===== src/inc/bcdat_pkg.sv =====
// Notes on behaviour
// (RQ1) Adjust after addition: 4 clocks, 1 byte, updates auxiliary-carry and carry.
// (RQ2) Adjust before division: 60 clocks, 2 bytes, sign, zero, parity from result.
// (RQ3) Adjust after subtraction: 4 clocks, 1 byte, updates auxiliary-carry and carry.
// (RQ4) Add, carry-add, AND: 3/4 clocks, memory forms 9, 16, 17 plus address time.
// (RQ5) Carry-add sums both operands and carry in; both adds set all six flags.
// (RQ6) AND clears overflow and carry, sets sign, zero, parity from result.
// (RQ7) Byte-to-word sign extension: 2 clocks, 1 byte, no transfer, flags unchanged.
// (RQ8) Wide bus: each odd-address word transfer adds four clocks.
// (RQ9) Narrow bus: every word transfer adds four clocks whatever its alignment.
// (RQ10) Address time 6, 5, up to 12 by components, plus 2 for segment override.
// (RQ11) Total count reported is base plus address time plus transfer penalties.
package bcdat_pkg;

	typedef enum logic [2:0] {
		op_ascii_adjust_after_addition,
		op_ascii_adjust_before_division,
		op_ascii_adjust_after_subtraction,
		op_add,
		op_add_with_carry,
		op_and,
		op_sign_extend_byte_op
	} bcdat_op_e;

	typedef enum logic [2:0] {
		form_reg_reg,
		form_reg_mem,
		form_mem_reg,
		form_reg_imm,
		form_mem_imm,
		form_acc_imm
	} bcdat_form_e;

	typedef enum logic [2:0] {
		ea_disp_only,
		ea_base_or_index,
		ea_disp_base_or_index,
		ea_bp_di_bx_si,
		ea_bp_si_bx_di,
		ea_bp_di_bx_si_disp,
		ea_bp_si_bx_di_disp
	} bcdat_ea_e;

	// Base clock figures per instruction and operand form.
	localparam logic [7:0] CLK_ADJ_ADD = 8'h04;
	localparam logic [7:0] CLK_ADJ_DIV = 8'h3C;
	localparam logic [7:0] CLK_ADJ_SUB = 8'h04;
	localparam logic [7:0] CLK_SEXT = 8'h02;
	localparam logic [7:0] CLK_REG_REG = 8'h03;
	localparam logic [7:0] CLK_REG_IMM = 8'h04;
	localparam logic [7:0] CLK_REG_MEM = 8'h09;
	localparam logic [7:0] CLK_MEM_REG = 8'h10;
	localparam logic [7:0] CLK_MEM_IMM = 8'h11;

	// Effective address times by component mix.
	localparam logic [7:0] EA_DISP = 8'h06;
	localparam logic [7:0] EA_BASE_IDX = 8'h05;
	localparam logic [7:0] EA_DISP_BI = 8'h09;
	localparam logic [7:0] EA_BPDI = 8'h07;
	localparam logic [7:0] EA_BPSI = 8'h08;
	localparam logic [7:0] EA_BPDI_DISP = 8'h0B;
	localparam logic [7:0] EA_BPSI_DISP = 8'h0C;
	localparam logic [7:0] EA_SEG_OVR = 8'h02;

	// Extra clocks per penalised word transfer, and transfers per memory form.
	localparam logic [7:0] WORD_PENALTY = 8'h04;
	localparam logic [1:0] XFER_NONE = 2'h0;
	localparam logic [1:0] XFER_MEM_SRC = 2'h1;
	localparam logic [1:0] XFER_MEM_DST = 2'h2;

	// Opcode byte counts; variable-length forms report their shortest encoding.
	localparam logic [2:0] BYTES_ONE = 3'h1;
	localparam logic [2:0] BYTES_TWO = 3'h2;
	localparam logic [2:0] BYTES_THREE = 3'h3;

	// Flag vector layout.
	localparam int FLG_W = 6;
	localparam int FLG_C = 0;
	localparam int FLG_P = 1;
	localparam int FLG_A = 2;
	localparam int FLG_Z = 3;
	localparam int FLG_S = 4;
	localparam int FLG_O = 5;

	// Decimal adjust constants.
	localparam logic [3:0] BCD_MAX_DIGIT = 4'h9;
	localparam logic [7:0] BCD_FIX = 8'h06;
	localparam logic [7:0] BCD_RADIX = 8'h0A;
	localparam logic [7:0] LOW_NIBBLE = 8'h0F;

endpackage


===== src/inc/bcdat_cost_if.sv =====
`timescale 1ns/1ps
`default_nettype none
// Carries one instruction description to the cost calculator and its figures back.
interface bcdat_cost_if;
	bcdat_pkg::bcdat_op_e op;
	bcdat_pkg::bcdat_form_e form;
	bcdat_pkg::bcdat_ea_e ea;
	logic seg_ovr;
	logic word;
	logic odd_addr;
	logic bus8;
	logic [7:0] total;
	logic [2:0] bytes;

	modport calc (input op, input form, input ea, input seg_ovr, input word,
		input odd_addr, input bus8, output total, output bytes);
	modport user (output op, output form, output ea, output seg_ovr, output word,
		output odd_addr, output bus8, input total, input bytes);
endinterface
`default_nettype wire


===== src/hdl/bcdat_cost.sv =====
`timescale 1ns/1ps
`default_nettype none
// Pure timing calculator; kept apart so the cost tables stay out of the datapath.
module bcdat_cost (
	bcdat_cost_if.calc cif
);

	// Address time, including the segment override surcharge.
	function automatic logic [7:0] ea_time(input bcdat_pkg::bcdat_ea_e ea, input logic seg);
		logic [7:0] t;
		t = bcdat_pkg::EA_DISP;
		unique case (ea)
			bcdat_pkg::ea_disp_only: t = bcdat_pkg::EA_DISP; // [RQ10]
			bcdat_pkg::ea_base_or_index: t = bcdat_pkg::EA_BASE_IDX; // [RQ10]
			bcdat_pkg::ea_disp_base_or_index: t = bcdat_pkg::EA_DISP_BI;
			bcdat_pkg::ea_bp_di_bx_si: t = bcdat_pkg::EA_BPDI;
			bcdat_pkg::ea_bp_si_bx_di: t = bcdat_pkg::EA_BPSI;
			bcdat_pkg::ea_bp_di_bx_si_disp: t = bcdat_pkg::EA_BPDI_DISP;
			bcdat_pkg::ea_bp_si_bx_di_disp: t = bcdat_pkg::EA_BPSI_DISP; // [RQ10]
			default: t = bcdat_pkg::EA_DISP;
		endcase
		if (seg) begin
			t = t + bcdat_pkg::EA_SEG_OVR; // [RQ10]
		end
		return t;
	endfunction

	logic [7:0] base;
	logic [1:0] xfer;
	logic mem_op;
	logic [7:0] penalty;

	// Base figure and memory traffic per instruction and form.
	always_comb begin
		base = bcdat_pkg::CLK_REG_REG;
		xfer = bcdat_pkg::XFER_NONE;
		mem_op = 1'b0;
		cif.bytes = bcdat_pkg::BYTES_TWO;
		unique case (cif.op)
			bcdat_pkg::op_ascii_adjust_after_addition: begin
				base = bcdat_pkg::CLK_ADJ_ADD; // [RQ1]
				cif.bytes = bcdat_pkg::BYTES_ONE; // [RQ1]
			end
			bcdat_pkg::op_ascii_adjust_before_division: begin
				base = bcdat_pkg::CLK_ADJ_DIV; // [RQ2]
				cif.bytes = bcdat_pkg::BYTES_TWO; // [RQ2]
			end
			bcdat_pkg::op_ascii_adjust_after_subtraction: begin
				base = bcdat_pkg::CLK_ADJ_SUB; // [RQ3]
				cif.bytes = bcdat_pkg::BYTES_ONE; // [RQ3]
			end
			bcdat_pkg::op_sign_extend_byte_op: begin
				base = bcdat_pkg::CLK_SEXT; // [RQ7]
				cif.bytes = bcdat_pkg::BYTES_ONE; // [RQ7]
			end
			default: begin
				unique case (cif.form)
					bcdat_pkg::form_reg_reg: base = bcdat_pkg::CLK_REG_REG; // [RQ4]
					bcdat_pkg::form_reg_mem: begin
						base = bcdat_pkg::CLK_REG_MEM; // [RQ4]
						xfer = bcdat_pkg::XFER_MEM_SRC;
						mem_op = 1'b1;
					end
					bcdat_pkg::form_mem_reg: begin
						base = bcdat_pkg::CLK_MEM_REG; // [RQ4]
						xfer = bcdat_pkg::XFER_MEM_DST;
						mem_op = 1'b1;
					end
					bcdat_pkg::form_mem_imm: begin
						base = bcdat_pkg::CLK_MEM_IMM; // [RQ4]
						xfer = bcdat_pkg::XFER_MEM_DST;
						mem_op = 1'b1;
						cif.bytes = bcdat_pkg::BYTES_THREE;
					end
					bcdat_pkg::form_reg_imm: begin
						base = bcdat_pkg::CLK_REG_IMM; // [RQ4]
						cif.bytes = bcdat_pkg::BYTES_THREE;
					end
					default: base = bcdat_pkg::CLK_REG_IMM; // [RQ4]
				endcase
			end
		endcase
	end

	// The narrow bus pays on every word transfer, the wide one only when misaligned.
	always_comb begin
		penalty = 8'h00;
		if (cif.word && (cif.bus8 || cif.odd_addr)) begin // [RQ8] [RQ9]
			penalty = 8'(xfer) * bcdat_pkg::WORD_PENALTY;
		end
		cif.total = base + (mem_op ? ea_time(cif.ea, cif.seg_ovr) : 8'h00) + penalty; // [RQ11]
	end

endmodule
`default_nettype wire


===== src/hdl/bcdat_top.sv =====
`timescale 1ns/1ps
`default_nettype none
// Execution unit slice: computes result and flags at once, then holds them back
// until the documented clock count has elapsed so a timing model can track it.
module bcdat_top #(
	parameter int CYC_W = 8
) (
	input wire logic clk_in,
	input wire logic sys_rst_in,
	input wire logic start_in,
	input wire bcdat_pkg::bcdat_op_e op_in,
	input wire bcdat_pkg::bcdat_form_e form_in,
	input wire bcdat_pkg::bcdat_ea_e ea_in,
	input wire logic seg_override_in,
	input wire logic word_in,
	input wire logic odd_addr_in,
	input wire logic bus8_in,
	input wire logic [15:0] dest_in,
	input wire logic [15:0] src_in,
	input wire logic [bcdat_pkg::FLG_W-1:0] flags_in,
	output logic busy_out,
	output logic done_out,
	output logic [15:0] result_out,
	output logic [bcdat_pkg::FLG_W-1:0] flags_out,
	output logic [CYC_W-1:0] cycles_out,
	output logic [2:0] bytes_out
);

	// The longest figure is 60 clocks; counters narrower than 7 bits are refused.
	if (CYC_W < 7) begin : g_cyc_w_check
		$error("CYC_W too small for the longest instruction");
	end

	typedef struct packed {
		logic busy;
		logic done;
		logic [CYC_W-1:0] cnt;
		bcdat_pkg::bcdat_op_e op;
		logic [15:0] pend_res;
		logic [bcdat_pkg::FLG_W-1:0] pend_flags;
		logic [CYC_W-1:0] pend_cycles;
		logic [2:0] pend_bytes;
		logic [15:0] result;
		logic [bcdat_pkg::FLG_W-1:0] flags;
		logic [CYC_W-1:0] cycles;
		logic [2:0] bytes;
	} bcdat_state_s;

	bcdat_state_s s_reg;
	bcdat_state_s s_next;
	logic start_ok;
	logic [15:0] res;
	logic [bcdat_pkg::FLG_W-1:0] fl;

	bcdat_cost_if cif ();

	assign cif.op = op_in;
	assign cif.form = form_in;
	assign cif.ea = ea_in;
	assign cif.seg_ovr = seg_override_in;
	assign cif.word = word_in;
	assign cif.odd_addr = odd_addr_in;
	assign cif.bus8 = bus8_in;

	bcdat_cost u_cost (
		.cif(cif)
	);

	// Even parity over the low byte, as the flag is defined.
	function automatic logic parity8(input logic [7:0] v);
		return ~^v;
	endfunction

	// Sign, zero and parity share one decode for byte and word results.
	function automatic logic [2:0] szp(input logic [15:0] r, input logic w);
		logic s;
		logic z;
		s = w ? r[15] : r[7];
		z = w ? (r == 16'h0000) : (r[7:0] == 8'h00);
		return {s, z, parity8(r[7:0])};
	endfunction

	// Datapath. Flags left undefined are passed through unchanged so no stale
	// garbage appears; software must not rely on them either way.
	always_comb begin
		logic [16:0] sum;
		logic [7:0] al;
		logic [7:0] ah;
		logic adj;
		logic cin;
		logic msb_d;
		logic msb_s;
		logic msb_r;
		sum = 17'h00000;
		al = dest_in[7:0];
		ah = dest_in[15:8];
		adj = 1'b0;
		cin = 1'b0;
		msb_d = 1'b0;
		msb_s = 1'b0;
		msb_r = 1'b0;
		res = dest_in;
		fl = flags_in;
		unique case (op_in)
			bcdat_pkg::op_ascii_adjust_after_addition,
			bcdat_pkg::op_ascii_adjust_after_subtraction: begin
				adj = (al[3:0] > bcdat_pkg::BCD_MAX_DIGIT) || flags_in[bcdat_pkg::FLG_A];
				if (adj && op_in == bcdat_pkg::op_ascii_adjust_after_addition) begin
					al = al + bcdat_pkg::BCD_FIX;
					ah = ah + 8'h01;
				end else if (adj) begin
					al = al - bcdat_pkg::BCD_FIX;
					ah = ah - 8'h01;
				end
				res = {ah, al & bcdat_pkg::LOW_NIBBLE};
				fl[bcdat_pkg::FLG_A] = adj; // [RQ1] [RQ3]
				fl[bcdat_pkg::FLG_C] = adj; // [RQ1] [RQ3]
			end
			bcdat_pkg::op_ascii_adjust_before_division: begin
				al = ah * bcdat_pkg::BCD_RADIX + al;
				res = {8'h00, al};
				{fl[bcdat_pkg::FLG_S], fl[bcdat_pkg::FLG_Z], fl[bcdat_pkg::FLG_P]} =
					szp(res, 1'b0); // [RQ2]
			end
			bcdat_pkg::op_add, bcdat_pkg::op_add_with_carry: begin
				cin = (op_in == bcdat_pkg::op_add_with_carry) && flags_in[bcdat_pkg::FLG_C];
				if (word_in) begin
					sum = {1'b0, dest_in} + {1'b0, src_in} + {16'h0000, cin}; // [RQ5]
					res = sum[15:0];
					fl[bcdat_pkg::FLG_C] = sum[16];
					msb_d = dest_in[15];
					msb_s = src_in[15];
					msb_r = res[15];
				end else begin
					sum = {9'h000, dest_in[7:0]} + {9'h000, src_in[7:0]} + {16'h0000, cin}; // [RQ5]
					res = {dest_in[15:8], sum[7:0]};
					fl[bcdat_pkg::FLG_C] = sum[8];
					msb_d = dest_in[7];
					msb_s = src_in[7];
					msb_r = res[7];
				end
				fl[bcdat_pkg::FLG_O] = (msb_d == msb_s) && (msb_r != msb_d); // [RQ5]
				fl[bcdat_pkg::FLG_A] = dest_in[4] ^ src_in[4] ^ res[4]; // [RQ5]
				{fl[bcdat_pkg::FLG_S], fl[bcdat_pkg::FLG_Z], fl[bcdat_pkg::FLG_P]} =
					szp(res, word_in); // [RQ5]
			end
			bcdat_pkg::op_and: begin
				res = word_in ? (dest_in & src_in) : {dest_in[15:8], dest_in[7:0] & src_in[7:0]};
				fl[bcdat_pkg::FLG_O] = 1'b0; // [RQ6]
				fl[bcdat_pkg::FLG_C] = 1'b0; // [RQ6]
				{fl[bcdat_pkg::FLG_S], fl[bcdat_pkg::FLG_Z], fl[bcdat_pkg::FLG_P]} =
					szp(res, word_in); // [RQ6]
			end
			bcdat_pkg::op_sign_extend_byte_op: begin
				res = {{8{dest_in[7]}}, dest_in[7:0]};
				fl = flags_in; // [RQ7]
			end
			default: begin
				res = dest_in;
				fl = flags_in;
			end
		endcase
	end

	assign start_ok = start_in && !s_reg.busy;

	// Sequencer: a start is taken only when idle; results appear with done after
	// exactly the computed cycle count. Requests while busy are dropped.
	always_comb begin
		s_next = s_reg;
		s_next.done = 1'b0;
		if (start_ok) begin
			s_next.busy = 1'b1;
			s_next.cnt = CYC_W'(cif.total); // [RQ11]
			s_next.op = op_in;
			s_next.pend_res = res;
			s_next.pend_flags = fl;
			s_next.pend_cycles = CYC_W'(cif.total); // [RQ11]
			s_next.pend_bytes = cif.bytes;
		end else if (s_reg.busy) begin
			s_next.cnt = s_reg.cnt - CYC_W'(1);
			if (s_reg.cnt == CYC_W'(1)) begin
				s_next.busy = 1'b0;
				s_next.done = 1'b1; // [RQ4]
				s_next.result = s_reg.pend_res;
				s_next.flags = s_reg.pend_flags;
				s_next.cycles = s_reg.pend_cycles;
				s_next.bytes = s_reg.pend_bytes;
			end
		end
	end

	always_ff @(posedge clk_in) begin
		if (sys_rst_in) begin
			s_reg <= '0;
		end else begin
			s_reg <= s_next;
		end
	end

	assign busy_out = s_reg.busy;
	assign done_out = s_reg.done;
	assign result_out = s_reg.result;
	assign flags_out = s_reg.flags;
	assign cycles_out = s_reg.cycles;
	assign bytes_out = s_reg.bytes;

	// Timing and flag checks. Done is registered at the Nth edge after the taking
	// edge, so a property sampling in the preponed region sees it one edge later.
	a_adj_add_time: assert property (@(posedge clk_in) disable iff (sys_rst_in) // [RQ1]
		start_ok && op_in == bcdat_pkg::op_ascii_adjust_after_addition
		|-> ##5 done_out && cycles_out == CYC_W'(4) && bytes_out == 3'h1)
		else $error("adjust after addition timing wrong");
	a_adj_div_time: assert property (@(posedge clk_in) disable iff (sys_rst_in) // [RQ2]
		start_ok && op_in == bcdat_pkg::op_ascii_adjust_before_division
		|-> ##61 done_out && cycles_out == CYC_W'(60) && bytes_out == 3'h2)
		else $error("adjust before division timing wrong");
	a_adj_sub_time: assert property (@(posedge clk_in) disable iff (sys_rst_in) // [RQ3]
		start_ok && op_in == bcdat_pkg::op_ascii_adjust_after_subtraction
		|=> busy_out[*4] ##1 done_out && !busy_out)
		else $error("adjust after subtraction timing wrong");
	a_regreg_time: assert property (@(posedge clk_in) disable iff (sys_rst_in) // [RQ4]
		start_ok && op_in == bcdat_pkg::op_and && form_in == bcdat_pkg::form_reg_reg
		|-> ##4 done_out && cycles_out == CYC_W'(3))
		else $error("register form timing wrong");
	a_adc_sum_byte: assert property (@(posedge clk_in) disable iff (sys_rst_in) // [RQ5]
		start_ok && op_in == bcdat_pkg::op_add_with_carry && !word_in
		&& form_in == bcdat_pkg::form_reg_reg
		|-> ##4 result_out[7:0] == 8'($past(dest_in, 4) + $past(src_in, 4)
			+ {15'h0000, $past(flags_in[bcdat_pkg::FLG_C], 4)}))
		else $error("carry add sum wrong");
	a_and_flags_clear: assert property (@(posedge clk_in) disable iff (sys_rst_in) // [RQ6]
		done_out && s_reg.op == bcdat_pkg::op_and
		|-> !flags_out[bcdat_pkg::FLG_O] && !flags_out[bcdat_pkg::FLG_C])
		else $error("AND left overflow or carry set");
	a_sext_flags_keep: assert property (@(posedge clk_in) disable iff (sys_rst_in) // [RQ7]
		start_ok && op_in == bcdat_pkg::op_sign_extend_byte_op
		|-> ##3 done_out && flags_out == $past(flags_in, 3) && cycles_out == CYC_W'(2))
		else $error("sign extension timing or flags wrong");
	a_odd_word_cost: assert property (@(posedge clk_in) disable iff (sys_rst_in) // [RQ8]
		start_ok && op_in == bcdat_pkg::op_add && form_in == bcdat_pkg::form_mem_reg
		&& ea_in == bcdat_pkg::ea_disp_only && !seg_override_in && word_in && !bus8_in
		|-> cif.total == (odd_addr_in ? 8'd30 : 8'd22))
		else $error("wide bus odd word penalty wrong");
	a_narrow_word_cost: assert property (@(posedge clk_in) disable iff (sys_rst_in) // [RQ9]
		start_ok && op_in == bcdat_pkg::op_add && form_in == bcdat_pkg::form_reg_mem
		&& ea_in == bcdat_pkg::ea_base_or_index && !seg_override_in && bus8_in
		|-> cif.total == (word_in ? 8'd18 : 8'd14))
		else $error("narrow bus word penalty wrong");
	a_ea_seg_cost: assert property (@(posedge clk_in) disable iff (sys_rst_in) // [RQ10]
		start_ok && op_in == bcdat_pkg::op_and && form_in == bcdat_pkg::form_reg_mem
		&& ea_in == bcdat_pkg::ea_bp_si_bx_di_disp && seg_override_in && !word_in
		|-> ##24 done_out && cycles_out == CYC_W'(23))
		else $error("address time with override wrong");

endmodule
`default_nettype wire


===== config.mk =====
export PLATFORM = sky130hd
export DESIGN_NAME = bcdat_top
export DESIGN_NICKNAME = d
export VERILOG_FILES = /design/src/inc/bcdat_pkg.sv /design/src/inc/bcdat_cost_if.sv /design/src/hdl/bcdat_cost.sv /design/src/hdl/bcdat_top.sv
export SDC_FILE = /design/constraint.sdc
export NUM_CORES = 1
export LEC_CHECK = 0
export ABC_AREA = 1
export BUFFER_PORTS_ARGS = -buffer_cell sky130_fd_sc_hd__buf_4
export CAP_MARGIN = 20
export CORE_MARGIN = 2
export CORE_UTILIZATION = 45
export CTS_BUF_LIST = sky130_fd_sc_hd__clkbuf_16
export DETAILED_ROUTE_END_ITERATION = 10
export GPL_ROUTABILITY_DRIVEN = 0
export PLACE_DENSITY = 0.62
export SLEW_MARGIN = 25
export SYNTH_ARGS = -nofsm -noshare
export SYNTH_HDL_FRONTEND = slang
export SYNTH_SLANG_ARGS = --single-unit
export TNS_END_PERCENT = 10

===== constraint.sdc =====
create_clock -name clk_in -period 7.25 [get_ports clk_in]
set_input_delay 2.175 -clock clk_in [delete_from_list [all_inputs] [get_ports clk_in]]
set_output_delay 2.175 -clock clk_in [all_outputs]
set_load 0.02 [all_outputs]

==> results.yml <==
grt:
  grt_usage_pct: 24.04
  grt_pass1_wl_mm: 28.22
  first_global_vias: 5534
  antenna_found_initial: 0
  grt_max_degree: 36
  grt_overflow_total: 0
die:
  dieHeight_um: 122.4
  core_mm2: 0.01377
  io_pins: 89
  die-area_mm2: 0.01498
  die_width_um: 122.4
  start_util_pct: 45.79
  rows: 43
route:
  wl_met3_um: 898
  first_iter_violations: 504
  drt-met1-wl_mm: 8.648
  wl_per_cell_um: 14.84
  totalWireLength_mm: 17.72
  met2_length_mm: 7.901
  viasPerCell: 5.200
  drt.antenna.violating_nets: 0
  dr.pass1.iters: 5
  drc: 0
  via_count: 6209
  dr.max_layer_used: "met4"
power_and_ir_drop:
  peakVddDrop_v: 0.00008511
  finalPower_mw: 1.274
  total_leakage_power_nw: 3.586
  p_per_area_mw_per_mm2: 179.3
clock_tree:
  clock_latency_ns: 0.33
  ctsHoldBuffers: 0
  clockRootBuffer: "clkbuf_16"
  clockBufferDepth: 2
  h-tree-depth: 3
  numCtsBuffers: 9
  cts_tree: "yes"
  path_clk_slew_ns: 0.05
  post_cts_resized: 0
  cts_setup_buffers: 0
  cts_sinks: 72
synthesis:
  synth_compound_area_share_pct: 15.41
  synthTopCellsByCount: "242 x nand2_1, 125 x inv_1, 76 x nor2_1"
  synth-edff-count: 0
  syn_area_mm2: 0.006307
  synthMuxAreaShare_pct: 0.1587
  synth_xor_area_share_pct: 3.472
  yosysUniqueCellTypes: 52
  ys_ff_latch: 72
  yosys-top-cells-area: "dfxtp_1 23%, nand2_1 14%, ha_1 11%"
  syn_avg_cell_area_um2: 6.509
  synth_top_cell_by_area: "dfxtp_1"
  synth_top_family_by_area: "simple AND/OR/NAND/NOR gates"
  yosysSeqAreaShare_pct: 22.85
  yosysMostFrequentCell: "nand2_1"
  synth.top_cell.area_share_pct: 22.85
  synth_ff_type: "dfxtp_1"
  synthAdderAreaFrac_pct: 13.33
  synth_warnings: 0
  async_flop_share_pct: 0
  synth_cells: 969
  synth-simple-area-share_pct: 30.49
sta:
  rsz0062_at_grt: "no"
  worst_pin_slew_ns: 0.5808
  finalCritPeriodShare_pct: 67.59
  finalCriticalPeriod_ns: 4.900
  hold_slack_ns: 0.4461
  timing.setup.tns_ns: 0
  slew_headroom_pct: 60.28
  skew_ns: 0.005132
  drv_slew: 0
  fmaxAchievable_mhz: 204.1
  setup_viol: 0
  finalHoldViolations: 0
layout:
  syn2layout_area_growth_pct: 12.70
  diodes: 0
  drive_gt1_share_pct: 13.12
  nNetsFinal: 1127
  largest_reg_flops: 39
  fill_cells: 1479
  final_cell_area_mm2: 0.007108
worst_setup_path:
  cp-end-kind: "flip-flop"
  worst_path_most_repeated_cell: "ha_1"
  slowest_stage: "fa_1"
  path_cells: "buf_4 -> ha_1 -> ha_1 -> fa_1 -> ha_1 -> inv_1 -> o21a_1 -> or2_2 -> nand2_1 -> ha_1 -> xnor2_1 -> a21oi_1 -> o21ai_0 -> nand4_1 -> nor2_1 -> a211oi_1"
  crit_arrival_ns: 5.14
  cp_num_buf_inv: 2
  crit_type: "input pin to flip-flop"
  start_kind: "input pin"
  max_stage_delay_ns: 0.44
  cp_max_fo: 9
  crit_family: "adder cells"
  cp_data_required_time_ns: 7.49
worst_hold_path:
  hold_class: "flip-flop to flip-flop"
placed_design:
  placed_cell_area_mm2: 0.006830
  dpl.hpwl_mm: 14.20
  port-buffer-count: 86
run:
  drv_cap: 0
outcome:
  run_status: "complete, no violations"
-- worst reg2reg max path, cell delays in order (launching register included) --
cell       delay (ns)
dfxtp_1          0.42
nor2_1           0.15
buf_4            0.24
inv_1            0.28
buf_4            0.35
a2111oi_0        0.60
a211oi_1         0.08
-- area by class of cell --
cell class	instances	area, µm²	share of cell area [%]
Clock buffer	9	225.2	3.168
Inverter	134	504.2	7.094
Timing Repair Buffer	91	683.2	9.611
Clock inverter	6	52.55	0.7393
Multi-Input combinational cell	702	3976	55.94
Sequential cell	72	1441	20.28
Tap cell	180	225.2	3.168
-- power breakdown --
part	total, mW	internal (mW)	switching, mW
sequential	0.432	0.418	0.0143
combinational	0.428	0.162	0.266
clock	0.414	0.260	0.154
total	1.27	0.840	0.434
-- kinds of logic (layout without fill, tap and decap cells) --
family,after synthesis,count (layout)
AND/OR/NAND/NOR,444,444
adder cells (fa/ha/maj),63,63
multiplexers,1,1
flip-flops,72,72
AO/OA/AOI/OAI,166,166
other,1,3
buffers and inverters,197,240
XOR/XNOR,25,25
-- metal layers --
metal  up-vias  GRT usage (%)
li1       3218              -
met1      2774          34.93
met2       198          38.16
met3        19          2.138
met4         0          6.250
met5         -              0
-- placed cells by master (no fill, tap or decap), types with 2 or more instances in the layout --
cell type	instances
a21oi_1	65
or2_1	3
nand3_1	75
clkinv_2	4
conb_1	3
nand2_1	242
o22ai_1	5
nor2_4	5
o21ai_0	47
fa_1	7
nor2_2	2
dfxtp_1	72
o21a_1	2
nor4_1	2
buf_4	91
xor2_1	13
a31oi_1	9
inv_2	8
a21o_1	2
o21ai_1	2
nor3_1	11
a221oi_1	6
o2111ai_1	2
nand4_1	15
nor2_1	76
a211oi_1	6
ha_1	56
and2_1	2
inv_1	126
clkbuf_16	9
or2_2	6
xnor2_1	12
o211ai_1	11
-- stage by stage --
stage / utilization, % / worst slack (ns) / instances
CTS: 51.61 / 2.343 / 1194
global route: 51.61 / 2.016 / 1194
finish: 51.61 / 2.350 / 1194
floorplan: - / 2.385 / 971
global placement: 49.59 / 2.110 / 1179
detailed placement: 49.59 / 2.001 / 1179
-- worst paths after layout --
path	start	to	slack (ns)	cells after the start
min	s_reg[61]	result_out[11]	0.45	2
max	dest_in[9]	s_reg[45]	2.35	16
min reg2reg	s_reg[61]	result_out[11]	0.45	2
max reg2reg	busy_out	s_reg[46]	4.99	6
No activity file was read; power rests on OpenSTA's default activity.
